==> src/pdt_pkg.sv <==
// constants shared by the prescaled down timer and its pin front end
// assumes one oscillator clock and a byte-wide data-space bus from the cpu
// Notes on behaviour
// - down counter drops by one on each rising edge of the prescaler tap
// - control bits 2:0 pick the tap, divide by 1 up to 128
// - control bit 5 sets pin direction: 0 input, 1 driven output
// - input mode: prescaler counts each rising edge seen on the pin
// - output mode: prescaler counts the internal sync pulse, one per 48
// - output mode: flag rising edge loads control bit 4 into pin latch
// - counter reaching zero sets the flag in control bit 7
// - writing zero to the counter or a one to control bit 7 sets flag
// - reading control while the flag reads one clears the flag
// - read-modify-write clears then restores flag, giving an extra edge
// - reset: counter and prescaler all ones, control zero, latch high
// - a counter write beats a coincident decrement to zero; no flag then
// - run bit 3 low holds prescaler at all ones and freezes counter
// - prescaler and counter are read/write locations, prescaler first
package pdt_pkg;
	localparam logic [7:0] PRESCALER_VALUE_ADDR = 8'hFD;
	localparam logic [7:0] TIMER_DOWN_COUNT_ADDR = 8'hFE;
	localparam logic [7:0] TIMER_STATUS_CONTROL_ADDR = 8'h09;
	localparam logic [7:0] PRESCALER_RESET = 8'hFF;
	localparam logic [7:0] DOWN_COUNT_RESET = 8'hFF;
	localparam logic [7:0] STATUS_CONTROL_RESET = 8'h00;
	localparam logic [7:0] BYTE_ZERO = 8'h00;
	localparam logic [7:0] BYTE_ONE = 8'h01;
	localparam int ZERO_FLAG_BIT = 7;
	localparam int DIRECTION_BIT = 5;
	localparam int OUT_VALUE_BIT = 4;
	localparam int RUN_N_BIT = 3;
	localparam int DIV_SEL_LSB = 0;
	localparam int DIV_SEL_MSB = 2;
	localparam int SYNC_DIVIDE = 48;
	localparam logic [5:0] SYNC_LAST = 6'(SYNC_DIVIDE - 1);
	localparam logic [5:0] SYNC_ZERO = 6'h00;
	localparam logic [5:0] SYNC_ONE = 6'h01;
endpackage : pdt_pkg

==> src/pdt_pin_if.sv <==
// carries the cleaned timer pin level and its rising edge pulse
// assumes both ends run on the same oscillator clock
`timescale 1ns/10ps
interface pdt_pin_if;
	logic level;
	logic rise;
	modport front (output level, output rise);
	modport core (input level, input rise);
endinterface : pdt_pin_if

==> src/pdt_pin_sync.sv <==
// three stage synchroniser and edge finder for the timer pin input
// assumes the pin changes slower than a few oscillator cycles
`timescale 1ns/10ps
module pdt_pin_sync
	import pdt_pkg::*;
(
	input wire logic clk,
	input wire logic srst,
	input wire logic pin_i,
	pdt_pin_if.front pin
);
	logic s1_reg;
	logic s2_reg;
	logic s3_reg;
	logic level_reg;
	logic rise_reg;

	always_ff @(posedge clk)
	begin
		s1_reg <= pin_i;
		s2_reg <= s1_reg;
		s3_reg <= s2_reg;
	end

	// only stages two and three judge a change; stage one is metastable
	always_ff @(posedge clk)
	begin
		if (srst)
		begin
			// follows the pin so release brings no false edge
			level_reg <= s3_reg;
			rise_reg <= 1'b0;
		end
		else
		begin
			rise_reg <= 1'b0;
			if (s2_reg == s3_reg && s3_reg != level_reg)
			begin
				level_reg <= s3_reg;
				rise_reg <= s3_reg;
			end
		end
	end

	assign pin.level = level_reg;
	assign pin.rise = rise_reg;
endmodule : pdt_pin_sync

==> src/pdt_timer.sv <==
// prescaled 8-bit down timer with status/control byte and timer pin
// assumes cpu strobes are single-cycle and synchronous to clk
`timescale 1ns/10ps
module pdt_timer
	import pdt_pkg::*;
#(
	parameter int SYNC_DIV = SYNC_DIVIDE
)
(
	input wire logic clk,
	input wire logic srst,
	input wire logic [7:0] cpu_addr,
	input wire logic cpu_wr_en,
	input wire logic [7:0] cpu_wdata,
	input wire logic cpu_rd_en,
	output logic [7:0] cpu_rdata,
	output logic cpu_rd_valid,
	input wire logic timer_pin_i,
	output logic timer_pin_o,
	output logic timer_pin_oe
);
	localparam logic [5:0] SYNC_END = 6'(SYNC_DIV - 1);

	pdt_pin_if pin_bus ();

	logic [7:0] prescaler_value_reg;
	logic [7:0] timer_down_count_reg;
	logic count_reached_zero_reg;
	logic count_reached_zero_next;
	logic pin_direction_select_reg;
	logic out_value_reg;
	logic prescaler_run_n_reg;
	logic [2:0] divide_select_reg;
	logic pin_latch_reg;
	logic [5:0] sync_cnt_reg;
	logic sync_pulse_reg;
	logic [7:0] cpu_rdata_reg;
	logic cpu_rd_valid_reg;

	logic wr_prescaler;
	logic wr_count;
	logic wr_control;
	logic rd_control;
	logic presc_tick;
	logic count_dec;
	logic zero_evt;
	logic flag_set;
	logic flag_clr;
	logic dir_next;
	logic dout_next;

	// true when the tap output rises on this prescaler decrement
	function automatic logic tap_rises(input logic [7:0] pre,
		input logic [2:0] sel);
		logic [7:0] mask;
		mask = (BYTE_ONE << sel) - BYTE_ONE;
		return (pre & mask) == BYTE_ZERO;
	endfunction : tap_rises

	pdt_pin_sync u_pin_sync (
		.clk(clk),
		.srst(srst),
		.pin_i(timer_pin_i),
		.pin(pin_bus.front)
	);

	assign wr_prescaler = cpu_wr_en
		&& cpu_addr == PRESCALER_VALUE_ADDR;
	assign wr_count = cpu_wr_en
		&& cpu_addr == TIMER_DOWN_COUNT_ADDR;
	assign wr_control = cpu_wr_en && cpu_addr == TIMER_STATUS_CONTROL_ADDR;
	assign rd_control = cpu_rd_en && cpu_addr == TIMER_STATUS_CONTROL_ADDR;

	// source of prescaler clock follows the pin direction
	assign presc_tick = pin_direction_select_reg ? sync_pulse_reg
		: pin_bus.rise;

	assign count_dec = !prescaler_run_n_reg ? 1'b0
		: presc_tick && tap_rises(prescaler_value_reg,
		divide_select_reg);

	// a coincident counter or prescaler write suppresses the timeout
	assign zero_evt = count_dec && timer_down_count_reg == BYTE_ONE
		&& !wr_count && !wr_prescaler;

	assign flag_set = zero_evt
		|| (wr_count && cpu_wdata == BYTE_ZERO)
		|| (wr_control && cpu_wdata[ZERO_FLAG_BIT]);
	assign flag_clr = rd_control && count_reached_zero_reg;

	// set wins over the read clear; rmw read then write re-raises the flag
	always_comb
	begin
		count_reached_zero_next = count_reached_zero_reg;
		if (flag_set)
			count_reached_zero_next = 1'b1;
		else if (flag_clr)
			count_reached_zero_next = 1'b0;
	end

	assign dir_next = wr_control ? cpu_wdata[DIRECTION_BIT]
		: pin_direction_select_reg;
	assign dout_next = wr_control ? cpu_wdata[OUT_VALUE_BIT] : out_value_reg;

	always_ff @(posedge clk)
	begin
		if (srst || sync_cnt_reg == SYNC_END)
			sync_cnt_reg <= SYNC_ZERO;
		else
			sync_cnt_reg <= sync_cnt_reg + SYNC_ONE;
	end

	always_ff @(posedge clk)
	begin
		if (srst)
			sync_pulse_reg <= 1'b0;
		else
			sync_pulse_reg <= sync_cnt_reg == SYNC_END;
	end

	always_ff @(posedge clk)
	begin
		if (srst)
			prescaler_value_reg <= PRESCALER_RESET;
		else if (wr_prescaler)
			prescaler_value_reg <= cpu_wdata;
		else if (!prescaler_run_n_reg)
			prescaler_value_reg <= PRESCALER_RESET;
		else if (presc_tick)
			prescaler_value_reg <= prescaler_value_reg - BYTE_ONE;
	end

	// wraps through all ones after zero
	always_ff @(posedge clk)
	begin
		if (srst)
			timer_down_count_reg <= DOWN_COUNT_RESET;
		else if (wr_count)
			timer_down_count_reg <= cpu_wdata;
		else if (count_dec)
			timer_down_count_reg <= timer_down_count_reg - BYTE_ONE;
	end

	always_ff @(posedge clk)
	begin
		if (srst)
			count_reached_zero_reg <= STATUS_CONTROL_RESET[ZERO_FLAG_BIT];
		else
			count_reached_zero_reg <= count_reached_zero_next;
	end

	always_ff @(posedge clk)
	begin
		if (srst)
		begin
			pin_direction_select_reg <= STATUS_CONTROL_RESET[DIRECTION_BIT];
			out_value_reg <= STATUS_CONTROL_RESET[OUT_VALUE_BIT];
			prescaler_run_n_reg <= STATUS_CONTROL_RESET[RUN_N_BIT];
			divide_select_reg <= STATUS_CONTROL_RESET[DIV_SEL_MSB:DIV_SEL_LSB];
		end
		else if (wr_control)
		begin
			pin_direction_select_reg <= cpu_wdata[DIRECTION_BIT];
			out_value_reg <= cpu_wdata[OUT_VALUE_BIT];
			prescaler_run_n_reg <= cpu_wdata[RUN_N_BIT];
			divide_select_reg <= cpu_wdata[DIV_SEL_MSB:DIV_SEL_LSB];
		end
	end

	// uses the freshly written out value so one store can arm and fire
	always_ff @(posedge clk)
	begin
		if (srst)
			pin_latch_reg <= 1'b1;
		else if (dir_next && !count_reached_zero_reg
			&& count_reached_zero_next)
			pin_latch_reg <= dout_next;
	end

	always_ff @(posedge clk)
	begin
		if (srst)
		begin
			timer_pin_o <= 1'b1;
			timer_pin_oe <= 1'b0;
		end
		else
		begin
			timer_pin_o <= pin_latch_reg;
			timer_pin_oe <= pin_direction_select_reg;
		end
	end

	// unmapped addresses read zero; bit 6 unused reads zero
	always_ff @(posedge clk)
	begin
		if (srst)
		begin
			cpu_rdata_reg <= BYTE_ZERO;
			cpu_rd_valid_reg <= 1'b0;
		end
		else
		begin
			cpu_rd_valid_reg <= cpu_rd_en;
			if (!cpu_rd_en)
				cpu_rdata_reg <= BYTE_ZERO;
			else if (cpu_addr == PRESCALER_VALUE_ADDR)
				cpu_rdata_reg <= prescaler_value_reg;
			else if (cpu_addr == TIMER_DOWN_COUNT_ADDR)
				cpu_rdata_reg <= timer_down_count_reg;
			else if (cpu_addr == TIMER_STATUS_CONTROL_ADDR)
				cpu_rdata_reg <= {count_reached_zero_reg, 1'b0,
					pin_direction_select_reg, out_value_reg,
					prescaler_run_n_reg, divide_select_reg};
			else
				cpu_rdata_reg <= BYTE_ZERO;
		end
	end

	assign cpu_rdata = cpu_rdata_reg;
	assign cpu_rd_valid = cpu_rd_valid_reg;
endmodule : pdt_timer

==> config.mk <==
export PLATFORM = sky130hd
export DESIGN_NAME = pdt_timer
export DESIGN_NICKNAME = d
export VERILOG_FILES = /design/src/pdt_pkg.sv /design/src/pdt_pin_if.sv /design/src/pdt_pin_sync.sv /design/src/pdt_timer.sv
export SDC_FILE = /design/constraint.sdc
export NUM_CORES = 1
export LEC_CHECK = 0
export BUFFER_PORTS_ARGS = -buffer_cell sky130_fd_sc_hd__clkbuf_2
export CAP_MARGIN = 30
export CELL_PAD_IN_SITES_DETAIL_PLACEMENT = 1
export CELL_PAD_IN_SITES_GLOBAL_PLACEMENT = 1
export CORE_ASPECT_RATIO = 2
export CORE_UTILIZATION = 38
export CTS_CLUSTER_SIZE = 14
export DETAILED_ROUTE_END_ITERATION = 8
export GPL_ROUTABILITY_DRIVEN = 0
export GPL_TIMING_DRIVEN = 0
export PLACE_DENSITY_LB_ADDON = 0.1
export REMOVE_ABC_BUFFERS = 1
export SLEW_MARGIN = 15
export SYNTH_ARGS = -nofsm -noshare
export SYNTH_HDL_FRONTEND = slang
export SYNTH_HIERARCHICAL = 1
export SYNTH_SLANG_ARGS = --single-unit
==> constraint.sdc <==
create_clock -name clk -period 2 [get_ports clk]
set_input_delay 0.1 -clock clk [delete_from_list [all_inputs] [get_ports clk]]
set_output_delay 0.1 -clock clk [all_outputs]
set_load 0.05 [all_outputs]
Word-level counts from Yosys, hierarchy flattened

Index checks and enable logic that the tools add are counted.
W data, S select, Z words.

Reductions and logical operators: 26
Equality and inequality tests: 8
Add/subtract/negate cells: 4
Shift operators: 1
Bitwise operators: 3
Multiplexer cells: 16

Operator list:

| operator              | count |
|---|---|
| $mux W8               | 8 |
| $sub A8 B1 Y8 const B | 3 |
| $eq A8 B8 Y1 const B  | 2 |
| $logic_not A8 Y1      | 2 |
| $logic_and A1 B1 Y1   | 14 |
| $and A8 B8 Y8         | 1 |
| $eq A8 B1 Y1 const B  | 1 |
| $eq A8 B4 Y1 const B  | 1 |
| $mux W1               | 8 |
| $shl A1 B3 Y8 const A | 1 |
| $add A6 B1 Y6 const B | 1 |
| $eq A6 B6 Y1 const B  | 1 |
| $reduce_bool A2 Y1    | 2 |
| $reduce_or A2 Y1      | 2 |
| $logic_not A1 Y1      | 3 |
| $logic_or A1 B1 Y1    | 3 |
| $ne A3 B1 Y1 const B  | 1 |
| $not A1 Y1            | 2 |
| $eq A1 B1 Y1          | 1 |
| $ne A1 B1 Y1          | 1 |

Bits of input ports: 21
Word-level logic and storage cells: 77
Flip-flop bits (word level): 47

Logic depth before layout (Yosys ltp)

Gate-level depths: netlist of run 1.

Depth after elaboration: 13
Gate-level depth with buffers: 8
Depth with buffers taken out: 7

Cells and area by module

Netlist of run 1, hierarchy kept.

Modules (own cells, without submodules):

| module       | area each (µm²) | cells each | times used |
|---|---|---|---|
| pdt_timer    | 2069.5          | 235        | 1 |
| pdt_pin_sync | 138.9           | 10         | 1 |

Worst setup path after synthesis of run 1

Ideal clock, no wire load.

Kind: register -> register
Start point: register prescaler_value_reg[2]
End point: register pin_latch_reg
Path slack: -0.007 ns
Setup time: 0.123 ns
Clock period less this slack: 2.007 ns
Cell stages (with the launch flop): 7
Arrival: 1.883 ns
Cells stage by stage: dfxtp_1 -> or4_4 -> o21bai_4 -> a21oi_2 -> a21oi_1 -> nor3_2 -> mux2_1

Cells in the longest elaborated chain, start to end: 11

RTL lines:

| item                             | line             | text |
|---|---|---|
| start, declared                  | pdt_timer.sv:26  | `logic [7:0] prescaler_value_reg;` |
| start signal, assigned           | pdt_timer.sv:126 | `prescaler_value_reg <= cpu_wdata;` |
| start signal, assigned           | pdt_timer.sv:130 | `prescaler_value_reg <= prescaler_value_reg - BYTE_ONE;` |
| $and A8 B8 Y8                    | pdt_timer.sv:57  | `return (pre & mask) == BYTE_ZERO;` |
| $logic_not A8 Y1                 | pdt_timer.sv:57  |  |
| $logic_and A1 B1 Y1              | pdt_timer.sv:79  | `: presc_tick && tap_rises(prescaler_value_reg,` |
| $mux W1                          | pdt_timer.sv:78  | `assign count_dec = !prescaler_run_n_reg ? 1'b0` |
| $logic_and A1 B1 Y1              | pdt_timer.sv:83  | `assign zero_evt = count_dec && timer_down_count_reg == BYTE_ONE` |
| $logic_and A1 B1 Y1 (2 in a row) | pdt_timer.sv:84  | `&& !wr_count && !wr_prescaler;` |
| $logic_or A1 B1 Y1               | pdt_timer.sv:87  | `\|\| (wr_count && cpu_wdata == BYTE_ZERO)` |
| $logic_or A1 B1 Y1               | pdt_timer.sv:88  | `\|\| (wr_control && cpu_wdata[ZERO_FLAG_BIT]);` |
| $mux W1                          | pdt_timer.sv:95  | `if (flag_set)` |
| $logic_and A1 B1 Y1              | pdt_timer.sv:176 | `&& count_reached_zero_next)` |
| end signal, assigned             | pdt_timer.sv:177 | `pin_latch_reg <= dout_next;` |
| end, declared                    | pdt_timer.sv:34  | `logic pin_latch_reg;` |

No other way between the ends.
A chain may end at the register's enable or synchronous reset.

Worst setup path in the final report of run 1

Ends and elaborated chain as after synthesis.

==> results.json, run 1 <==
{
  "setup_viol_count_final": 0,
  "nets": 307,
  "via_per_inst": 5.97,
  "rows": 39,
  "status": "finished, final reports clean",
  "crit_type": "reg2reg",
  "die_w_um": 55.9,
  "start_util_pct": 39.0,
  "yosysTopAreaCell": "dfxtp_1",
  "worstSetupStartpoint": "prescaler_value_reg[2]$_SDFFE_PP1P_",
  "die_height_um": 110,
  "route.detailed.drc": 0,
  "fin_crit_sh_pct": 98.5,
  "drt-pass1-iter-count": 4,
  "max_freq_mhz": 508,
  "start_kind": "flip-flop",
  "stdcell_area_um2": 2670,
  "dieArea_um2": 6140,
  "coreArea_um2": 5660,
  "hp-start": "cpu_wdata[7]",
  "power_density_nw_per_um2": 761,
  "clk_pin_slew_ns": 0.07,
  "placed_area_um2": 2410,
  "cellLeakagePower_nw": 1.06,
  "grt_pass1_vias": 1966,
  "p_total_mw": 2.03,
  "grt_use_total_pct": 22.6,
  "ys_types": 56,
  "portBuffers": 31,
  "yosys_warnings": 6,
  "ys_seq_area_share_pct": 43.1,
  "hold_viol_final": 0,
  "grt_max_degree": 20,
  "wl_mm": 6.63,
  "postRouteAntennaNets": 0,
  "synthesis.area_um2": 2210,
  "cts.sinks": 47,
  "endpoint_kind": "flip-flop",
  "drive_above_1_share_pct": 22.6,
  "routed-via-count": 2054,
  "diodes": 0,
  "synth_top_area_share_pct": 41.7,
  "cts_tree": "done",
  "async_reset_ff_share_pct": 0,
  "max-slew-margin-rel_pct": 53.0,
  "clockRootBuffer": "clkbuf_16",
  "dp_hpwl_mm": 5.11,
  "avgSynthCellArea_um2": 9.01,
  "cts_buffers": 5,
  "antenna_found_initial": 0,
  "clk_latency_ns": 0.30,
  "grt_pass1_wl_mm": 10.3,
  "pin_count": 32,
  "synth_edf_count": 1,
  "drt_iter0_drc": 82,
  "rsz0062_at_grt": "true",
  "hold_path.class": "in2reg",
  "fillCellCount": 671,
  "arrival_ns": 2.15,
  "ys.flop_type": "dfxtp_1",
  "synth_area_leaders": "dfxtp_1 (42%), nor2_1 (5.4%), nand2_1 (3.9%)",
  "period_needed_ns": 1.97,
  "clockBufferDepth": 2,
  "vdd_drop_max_mv": 0.590,
  "syn_inst": 245,
  "worst_pin_slew_ns": 0.685,
  "htreeDepth": 2,
  "syn_to_final_growth_pct": 20.8,
  "slew_violations": 0,
  "synth_seq_cells": 47,
  "timing.rr.start": "prescaler_value_reg[2]$_SDFFE_PP1P_",
  "cp.required_ns": 2.18,
  "wire_per_inst_um": 19.3,
  "drv_cap": 0,
  "clock_skew_ns": 0.00458,
  "grt-ovfl-total": 0,
  "crit_fanout": 6
}
cell usage after synthesis (2+ instances only):
| library cell | count |
|---|---|
| nand4_1 | 4 |
| nor2_1 | 32 |
| a21oi_1 | 10 |
| a21o_1 | 2 |
| o31ai_1 | 2 |
| or3_1 | 2 |
| ha_1 | 4 |
| xnor2_1 | 6 |
| o21ai_1 | 7 |
| o211ai_1 | 6 |
| nor3_1 | 6 |
| nand4b_1 | 2 |
| or2_2 | 2 |
| mux2i_1 | 7 |
| xor2_1 | 5 |
| a222oi_1 | 7 |
| dfxtp_1 | 46 |
| and3_1 | 2 |
| o21ai_0 | 7 |
| a31o_1 | 2 |
| nand2_1 | 23 |
| inv_1 | 12 |
| o22ai_1 | 3 |
| clkbuf_1 | 5 |
| nand3_1 | 7 |
| nor4_1 | 4 |
cells in the final DEF, fill, tap and decap left out, drive strengths merged, types with 5 or more instances in the layout:
master | Yosys | layout
a21oi | 11 | 11
a222oi | 7 | 7
buf | 2 | 5
clkbuf | 5 | 36
dfxtp | 46 | 46
inv | 12 | 13
mux2i | 7 | 7
nand2 | 24 | 24
nand3 | 7 | 7
nor2 | 33 | 33
nor3 | 7 | 7
o211ai | 6 | 6
o21ai | 14 | 14
xnor2 | 6 | 6
xor2 | 5 | 5
power by group:
group / switching (mW) / internal (mW)
combinational: 0.0644 / 0.0334
clock: 0.381 / 0.594
sequential: 0.00773 / 0.952
total: 0.453 / 1.58
area by class of cell:
class	count	area, um2	area share, %
clock buffer	5	125	4.69
clock inverter	3	46.3	1.73
inverter	12	45.0	1.69
multi-input combinational	179	1220	45.7
sequential	47	952	35.7
tap	61	76.3	2.86
timing repair buffer	37	204	7.64
worst paths after layout:
check / to / slack, ns / cells after the start
setup / recovery: pin_latch_reg$_SDFFE_PP1P_ / 0.03 / 6
hold reg to reg: u_pin_sync/s2_reg$_DFF_P_ / 0.33 / 0
hold / removal: prescaler_value_reg[7]$_SDFFE_PP1P_ / 0.12 / 3
setup reg to reg: pin_latch_reg$_SDFFE_PP1P_ / 0.03 / 6
what timing repair did:
action	4_1_cts	5_1_grt
hold endpoints to repair	1	0
cloned	0	0
resized for setup	6	4
setup endpoints to repair	9	8
setup buffers	1	3
pin swaps	2	4
hold buffers	1	0
logic make-up after synthesis:
kind of cell,after synthesis,share of synthesized area (%)
mux,9,4.19
buf+inv,19,3.63
flops,47,43.1
fa+ha+maj,4,2.27
compound gates,56,19.2
simple gates,99,23.3
xor+xnor,11,4.36
stage by stage:
step                      util (%)  cells  setup slack (ns)  hold WS [ns]  setup TNS [ns]
after detailed placement      42.6    331            -0.617         0.205           -2.46
after global placement        42.5    330            -0.593         0.206           -2.01
after global routing          47.1    344           -0.0316         0.133         -0.0740
final                         47.1    344            0.0305         0.117               0
after floorplan                  -    238            -0.231         0.128          -0.231
after CTS                     46.5    341          0.000291         0.112               0
layer usage:
layer | track usage [%] | routed length (um) | part of all wire [%] | vias to the layer above
met5 | 0 | 0 | 0 | -
met4 | 15.0 | 346 | 5.2 | 0
met3 | 3.53 | 261 | 3.9 | 22
met2 | 44.1 | 3710 | 56 | 68
met1 | 21.2 | 2310 | 35 | 1001
li1 | - | - | - | 963
worst max-delay path: stages, from the launching register on:
cell      delay (ns)
dfxtp_2         0.36
or4_4           0.55
o21bai_4        0.21
a21oi_4         0.16
a21oi_2         0.10
nor3_2          0.15
mux2_1          0.33
No activity file was read; power rests on OpenSTA's default activity.
==> run 2: changes to the inputs <==
Settings changed: BUFFER_PORTS_ARGS -buffer_cell sky130_fd_sc_hd__clkbuf_2 to -buffer_cell sky130_fd_sc_hd__buf_4, CORE_UTILIZATION 38 to 46.
Clock period 2 ns to 2.5 ns, I/O delays scaled along.
==> results.json, run 2 (synthesized netlist as in run 1, its figures left out) <==
{
  "fillCellCount": 588,
  "coreArea_um2": 4600,
  "cts_buffers": 5,
  "grt_pass1_vias": 2118,
  "r2r_setup_slack_ns": 0.09,
  "routed-via-count": 2059,
  "max-slew-margin-rel_pct": 45.7,
  "fin_hold_ws_ns": 0.0674,
  "grt-ovfl-total": 0,
  "die_w_um": 51.0,
  "diodes": 0,
  "htreeDepth": 2,
  "status": "finished, final reports clean",
  "hold_path.class": "in2reg",
  "grt_use_total_pct": 27.0,
  "wire_per_inst_um": 19.3,
  "grt_pass1_wl_mm": 10.1,
  "final_common_cell": "dfxtp_1",
  "start_util_pct": 48.0,
  "clk_pin_slew_ns": 0.09,
  "syn_to_final_growth_pct": 16.9,
  "cellLeakagePower_nw": 1.02,
  "layout_common_cells": "dfxtp_1 (46), nor2_1 (32), buf_4 (31)",
  "postRouteAntennaNets": 0,
  "slew_violations": 0,
  "fin_crit_sh_pct": 96.4,
  "power_density_nw_per_um2": 506,
  "endpoint_kind": "flip-flop",
  "totalNegativeSetupSlack_ns": 0,
  "max_freq_mhz": 415,
  "die_height_um": 100,
  "vdd_drop_max_mv": 0.382,
  "start_kind": "flip-flop",
  "p_total_mw": 1.31,
  "route.detailed.drc": 0,
  "antenna_found_initial": 0,
  "via_per_inst": 6.16,
  "drt-pass1-iter-count": 5,
  "nets": 303,
  "clk_latency_ns": 0.31,
  "clockRootBuffer": "clkbuf_8",
  "wl_mm": 6.43,
  "rsz0062_at_grt": "false",
  "drt_iter0_drc": 76,
  "crit_type": "reg2reg",
  "arrival_ns": 2.61,
  "worst_pin_slew_ns": 0.792,
  "drv_cap": 0,
  "setup_viol_count_final": 0,
  "cts_tree": "done",
  "grt_max_degree": 20,
  "dp_hpwl_mm": 4.76,
  "cp.required_ns": 2.70,
  "crit_fanout": 13,
  "dieArea_um2": 5100,
  "cts.sinks": 47,
  "portBuffers": 31,
  "hold_viol_final": 0,
  "drive_above_1_share_pct": 19.0,
  "stdcell_area_um2": 2580,
  "pin_count": 32,
  "rows": 35,
  "placed_area_um2": 2470,
  "clockBufferDepth": 2,
  "period_needed_ns": 2.41,
  "clock_skew_ns": 0.00931
}
[run 2: cell types whose count changed in the layout (fill, tap and decap cells not counted), moves of 3 or more]
cell and delta:
clkinv_2 +3, a21oi_2 -3, buf_4 +28, clkbuf_16 -5, a21oi_1 +3, clkbuf_8 +5, clkbuf_2 -31
[run 2: layer usage]
layer | track usage, % | part of all wire [%] | vias to the layer above
li1 | - | - | 962
met1 | 26.4 | 36 | 1007
met2 | 50.6 | 56 | 63
met3 | 3.18 | 3.4 | 27
met4 | 17.5 | 4.9 | 0
met5 | 0 | 0 | -
[run 2: what timing repair did]
| item | 4_1_cts | 5_1_grt |
|---|---|---|
| endpoints found under the setup margin | 1 | 0 |
| hold buffers | 1 | 0 |
| resized for setup | 1 | 0 |
| hold endpoints to repair | 1 | 0 |
| buffers inserted | 0 | 0 |
[run 2: worst paths after layout]
| check | start | cells past startpoint | endpoint |
|---|---|---|---|
| setup / recovery | prescaler_value_reg[2]$_SDFFE_PP1P_ | 6 | pin_latch_reg$_SDFFE_PP1P_ |
| hold / removal | cpu_wdata[5] | 3 | prescaler_value_reg[5]$_SDFFE_PP1P_ |
| setup reg to reg | prescaler_value_reg[2]$_SDFFE_PP1P_ | 6 | pin_latch_reg$_SDFFE_PP1P_ |
| hold reg to reg | u_pin_sync/s1_reg$_DFF_P_ | 0 | u_pin_sync/s2_reg$_DFF_P_ |
[run 2: worst max-delay path, cell delays in order (launching register included)]
cell      delay, ns
dfxtp_1        0.39
or4_4          0.60
o21bai_4       0.22
a21oi_4        0.35
a21oi_1        0.19
nor3_2         0.22
mux2_1         0.33
[run 2: area by class of cell]
class / instances / area [um2] / share of cell area [%]
clock buffer: 5 / 68.8 / 2.67
clock inverter: 3 / 15.0 / 0.582
inverter: 12 / 45.0 / 1.75
multi-input combinational: 179 / 1180 / 45.9
sequential: 47 / 951 / 36.8
tap: 55 / 68.8 / 2.67
timing repair buffer: 33 / 248 / 9.60
[run 2: where the power goes]
part	switching, mW	total (mW)	internal, mW
logic	0.0503	0.0869	0.0366
clock network	0.259	0.451	0.192
registers	0.00653	0.767	0.761
total	0.316	1.31	0.989
[run 2: stage by stage]
stage | utilization, % | worst slack (ns) | cells
floorplan | - | 0.269 | 238
global placement | 53.8 | -0.0323 | 324
detailed placement | 53.8 | -0.0181 | 324
CTS | 56.0 | 0.112 | 333
global route | 56.1 | 0.0144 | 334
finish | 56.1 | 0.0889 | 334
==> run 3: changes to the inputs <==
Settings changed: CTS_BUF_LIST set to sky130_fd_sc_hd__clkbuf_16.
==> results.json, run 3 (synthesized netlist as in run 1, its figures left out) <==
{
  "status": "finished, final reports clean",
  "final_common_cell": "dfxtp_1",
  "period_needed_ns": 2.39,
  "cp_slowest_stage_delay_ns": 0.60,
  "diodes": 0,
  "portBuffers": 31,
  "fillCellCount": 579,
  "sequentialPowerShare_pct": 51.1,
  "routed-via-count": 2031,
  "clock_skew_ns": 0.00448,
  "drv_cap": 0,
  "p_sw_mw": 0.340,
  "clockRootBuffer": "clkbuf_16",
  "clockBufferDepth": 2,
  "via_per_inst": 6.08,
  "dp_hpwl_mm": 4.76,
  "timing.rr.start": "prescaler_value_reg[2]$_SDFFE_PP1P_",
  "r2r_cells": 6,
  "totalNegativeSetupSlack_ns": 0,
  "cp_num_buf_inv": 0,
  "clk_latency_ns": 0.29,
  "placed_area_um2": 2470,
  "dp_cells": 324,
  "drt_iter0_drc": 72,
  "slew_violations": 0,
  "stdcell_area_um2": 2640,
  "setup_viol_count_final": 0,
  "slowest_stage": "or4_4",
  "syn_to_final_growth_pct": 19.4,
  "stdcell_count": 334,
  "start_util_pct": 48.0,
  "coreArea_um2": 4600,
  "start_kind": "flip-flop",
  "multiInputGateArea_um2": 1180,
  "internal_power_mw": 1.16,
  "rsz0062_at_grt": "false",
  "swShare_pct": 22.6,
  "postRouteAntennaNets": 0,
  "dieArea_um2": 5100,
  "grt-ovfl-total": 0,
  "fin_crit_sh_pct": 95.7,
  "crit_type": "reg2reg",
  "antenna_found_initial": 0,
  "grt_pass1_wl_mm": 10.2,
  "regArea_um2": 951,
  "arrival_ns": 2.57,
  "die_height_um": 100,
  "grt_max_degree": 20,
  "hold_path.class": "in2reg",
  "endpoint_kind": "flip-flop",
  "wl_mm": 6.50,
  "grt_pass1_vias": 2109,
  "crit_family": "simple AND/OR/NAND/NOR gates",
  "die_w_um": 51.0,
  "comb_power_share_pct": 5.8,
  "fin_util_pct": 57.4,
  "worstSetupStartpoint": "prescaler_value_reg[2]$_SDFFE_PP1P_",
  "cellLeakagePower_nw": 1.04,
  "worst-path-stages": 6,
  "route.detailed.drc": 0,
  "worst_pin_slew_ns": 0.734,
  "drive_above_1_share_pct": 19.0,
  "cts_buffers": 5,
  "hp-start": "cpu_wdata[5]",
  "clkPwrFrac_pct": 43.1,
  "cts.sinks": 47,
  "vdd_drop_max_mv": 0.448,
  "nets": 303,
  "clk_pin_slew_ns": 0.06,
  "cts_tree": "done",
  "fin_hold_ws_ns": 0.0901,
  "max_freq_mhz": 418,
  "drt-pass1-iter-count": 5,
  "hold_viol_final": 0,
  "cp.required_ns": 2.68,
  "rows": 35,
  "layout_common_cells": "dfxtp_1 (46), nor2_1 (32), buf_4 (31)",
  "wire_per_inst_um": 19.5,
  "power_density_nw_per_um2": 570,
  "cp_cell_sequence": "or4_4 -> o21bai_4 -> a21oi_4 -> a21oi_1 -> nor3_2 -> mux2_1",
  "pin_count": 32,
  "grt_use_total_pct": 27.6,
  "crit_fanout": 13,
  "holdPathStages": 3,
  "max-slew-margin-rel_pct": 49.7,
  "htreeDepth": 2
}
run 3: changes by cell type in the layout (fill, tap and decap cells not counted):
cell / previous run / this run
clkbuf_8: 5 / 0
clkbuf_16: 0 / 5
run 3: path summary, 6_finish.rpt:
check | to | slack [ns]
max | pin_latch_reg$_SDFFE_PP1P_ | 0.11
min | prescaler_value_reg[5]$_SDFFE_PP1P_ | 0.09
max reg2reg | pin_latch_reg$_SDFFE_PP1P_ | 0.11
min reg2reg | u_pin_sync/s2_reg$_DFF_P_ | 0.34
run 3: through the flow:
stage	setup WS, ns	total power [mW]
finish	0.106	1.50
floorplan	0.269	0.814
CTS	0.108	1.51
detailed placement	-0.0181	0.870
global placement	-0.0323	0.867
global route	0.0255	1.55
run 3: what timing repair did:
item / CTS / global route
buffers inserted: 0 / 0
endpoints found under the setup margin: 1 / 0
gates resized for setup: 1 / 0
endpoints found under the hold margin: 1 / 0
hold buffers: 1 / 0
run 3: metal layers:
layer	wire, um	share of wire [%]	global-route usage, %	vias up
met5	0	0	0	-
met4	247	3.8	15.2	0
met3	218	3.4	4.39	19
met2	3710	57	52.8	61
met1	2320	36	26.2	988
li1	-	-	-	963
run 3: power groups by stage:
stage / combinational, mW / sequential (mW) / clock (mW)
2_1_floorplan: 0.0275 / 0.787 / 0
3_3_place_gp: 0.0823 / 0.784 / 0
3_5_place_dp: 0.0845 / 0.785 / 0
4_1_cts: 0.0864 / 0.768 / 0.659
5_1_grt: 0.0932 / 0.769 / 0.686
6_report: 0.0865 / 0.768 / 0.649
run 3: worst min-delay path, delay by kind of cell:
kind                   cells  cell delay [ns]
AO/OA/AOI/OAI              1             0.07
buffers and inverters      1             0.11
AND/OR/NAND/NOR            1             0.05
run 3: final cells by class:
class / count / area share [%]
inverters: 12 / 1.71
flip-flops and latches: 47 / 36.1
well taps: 55 / 2.61
clock inverters: 3 / 0.569
repair buffers: 33 / 9.39
multi-input cells: 179 / 44.9
clock buffers: 5 / 4.74
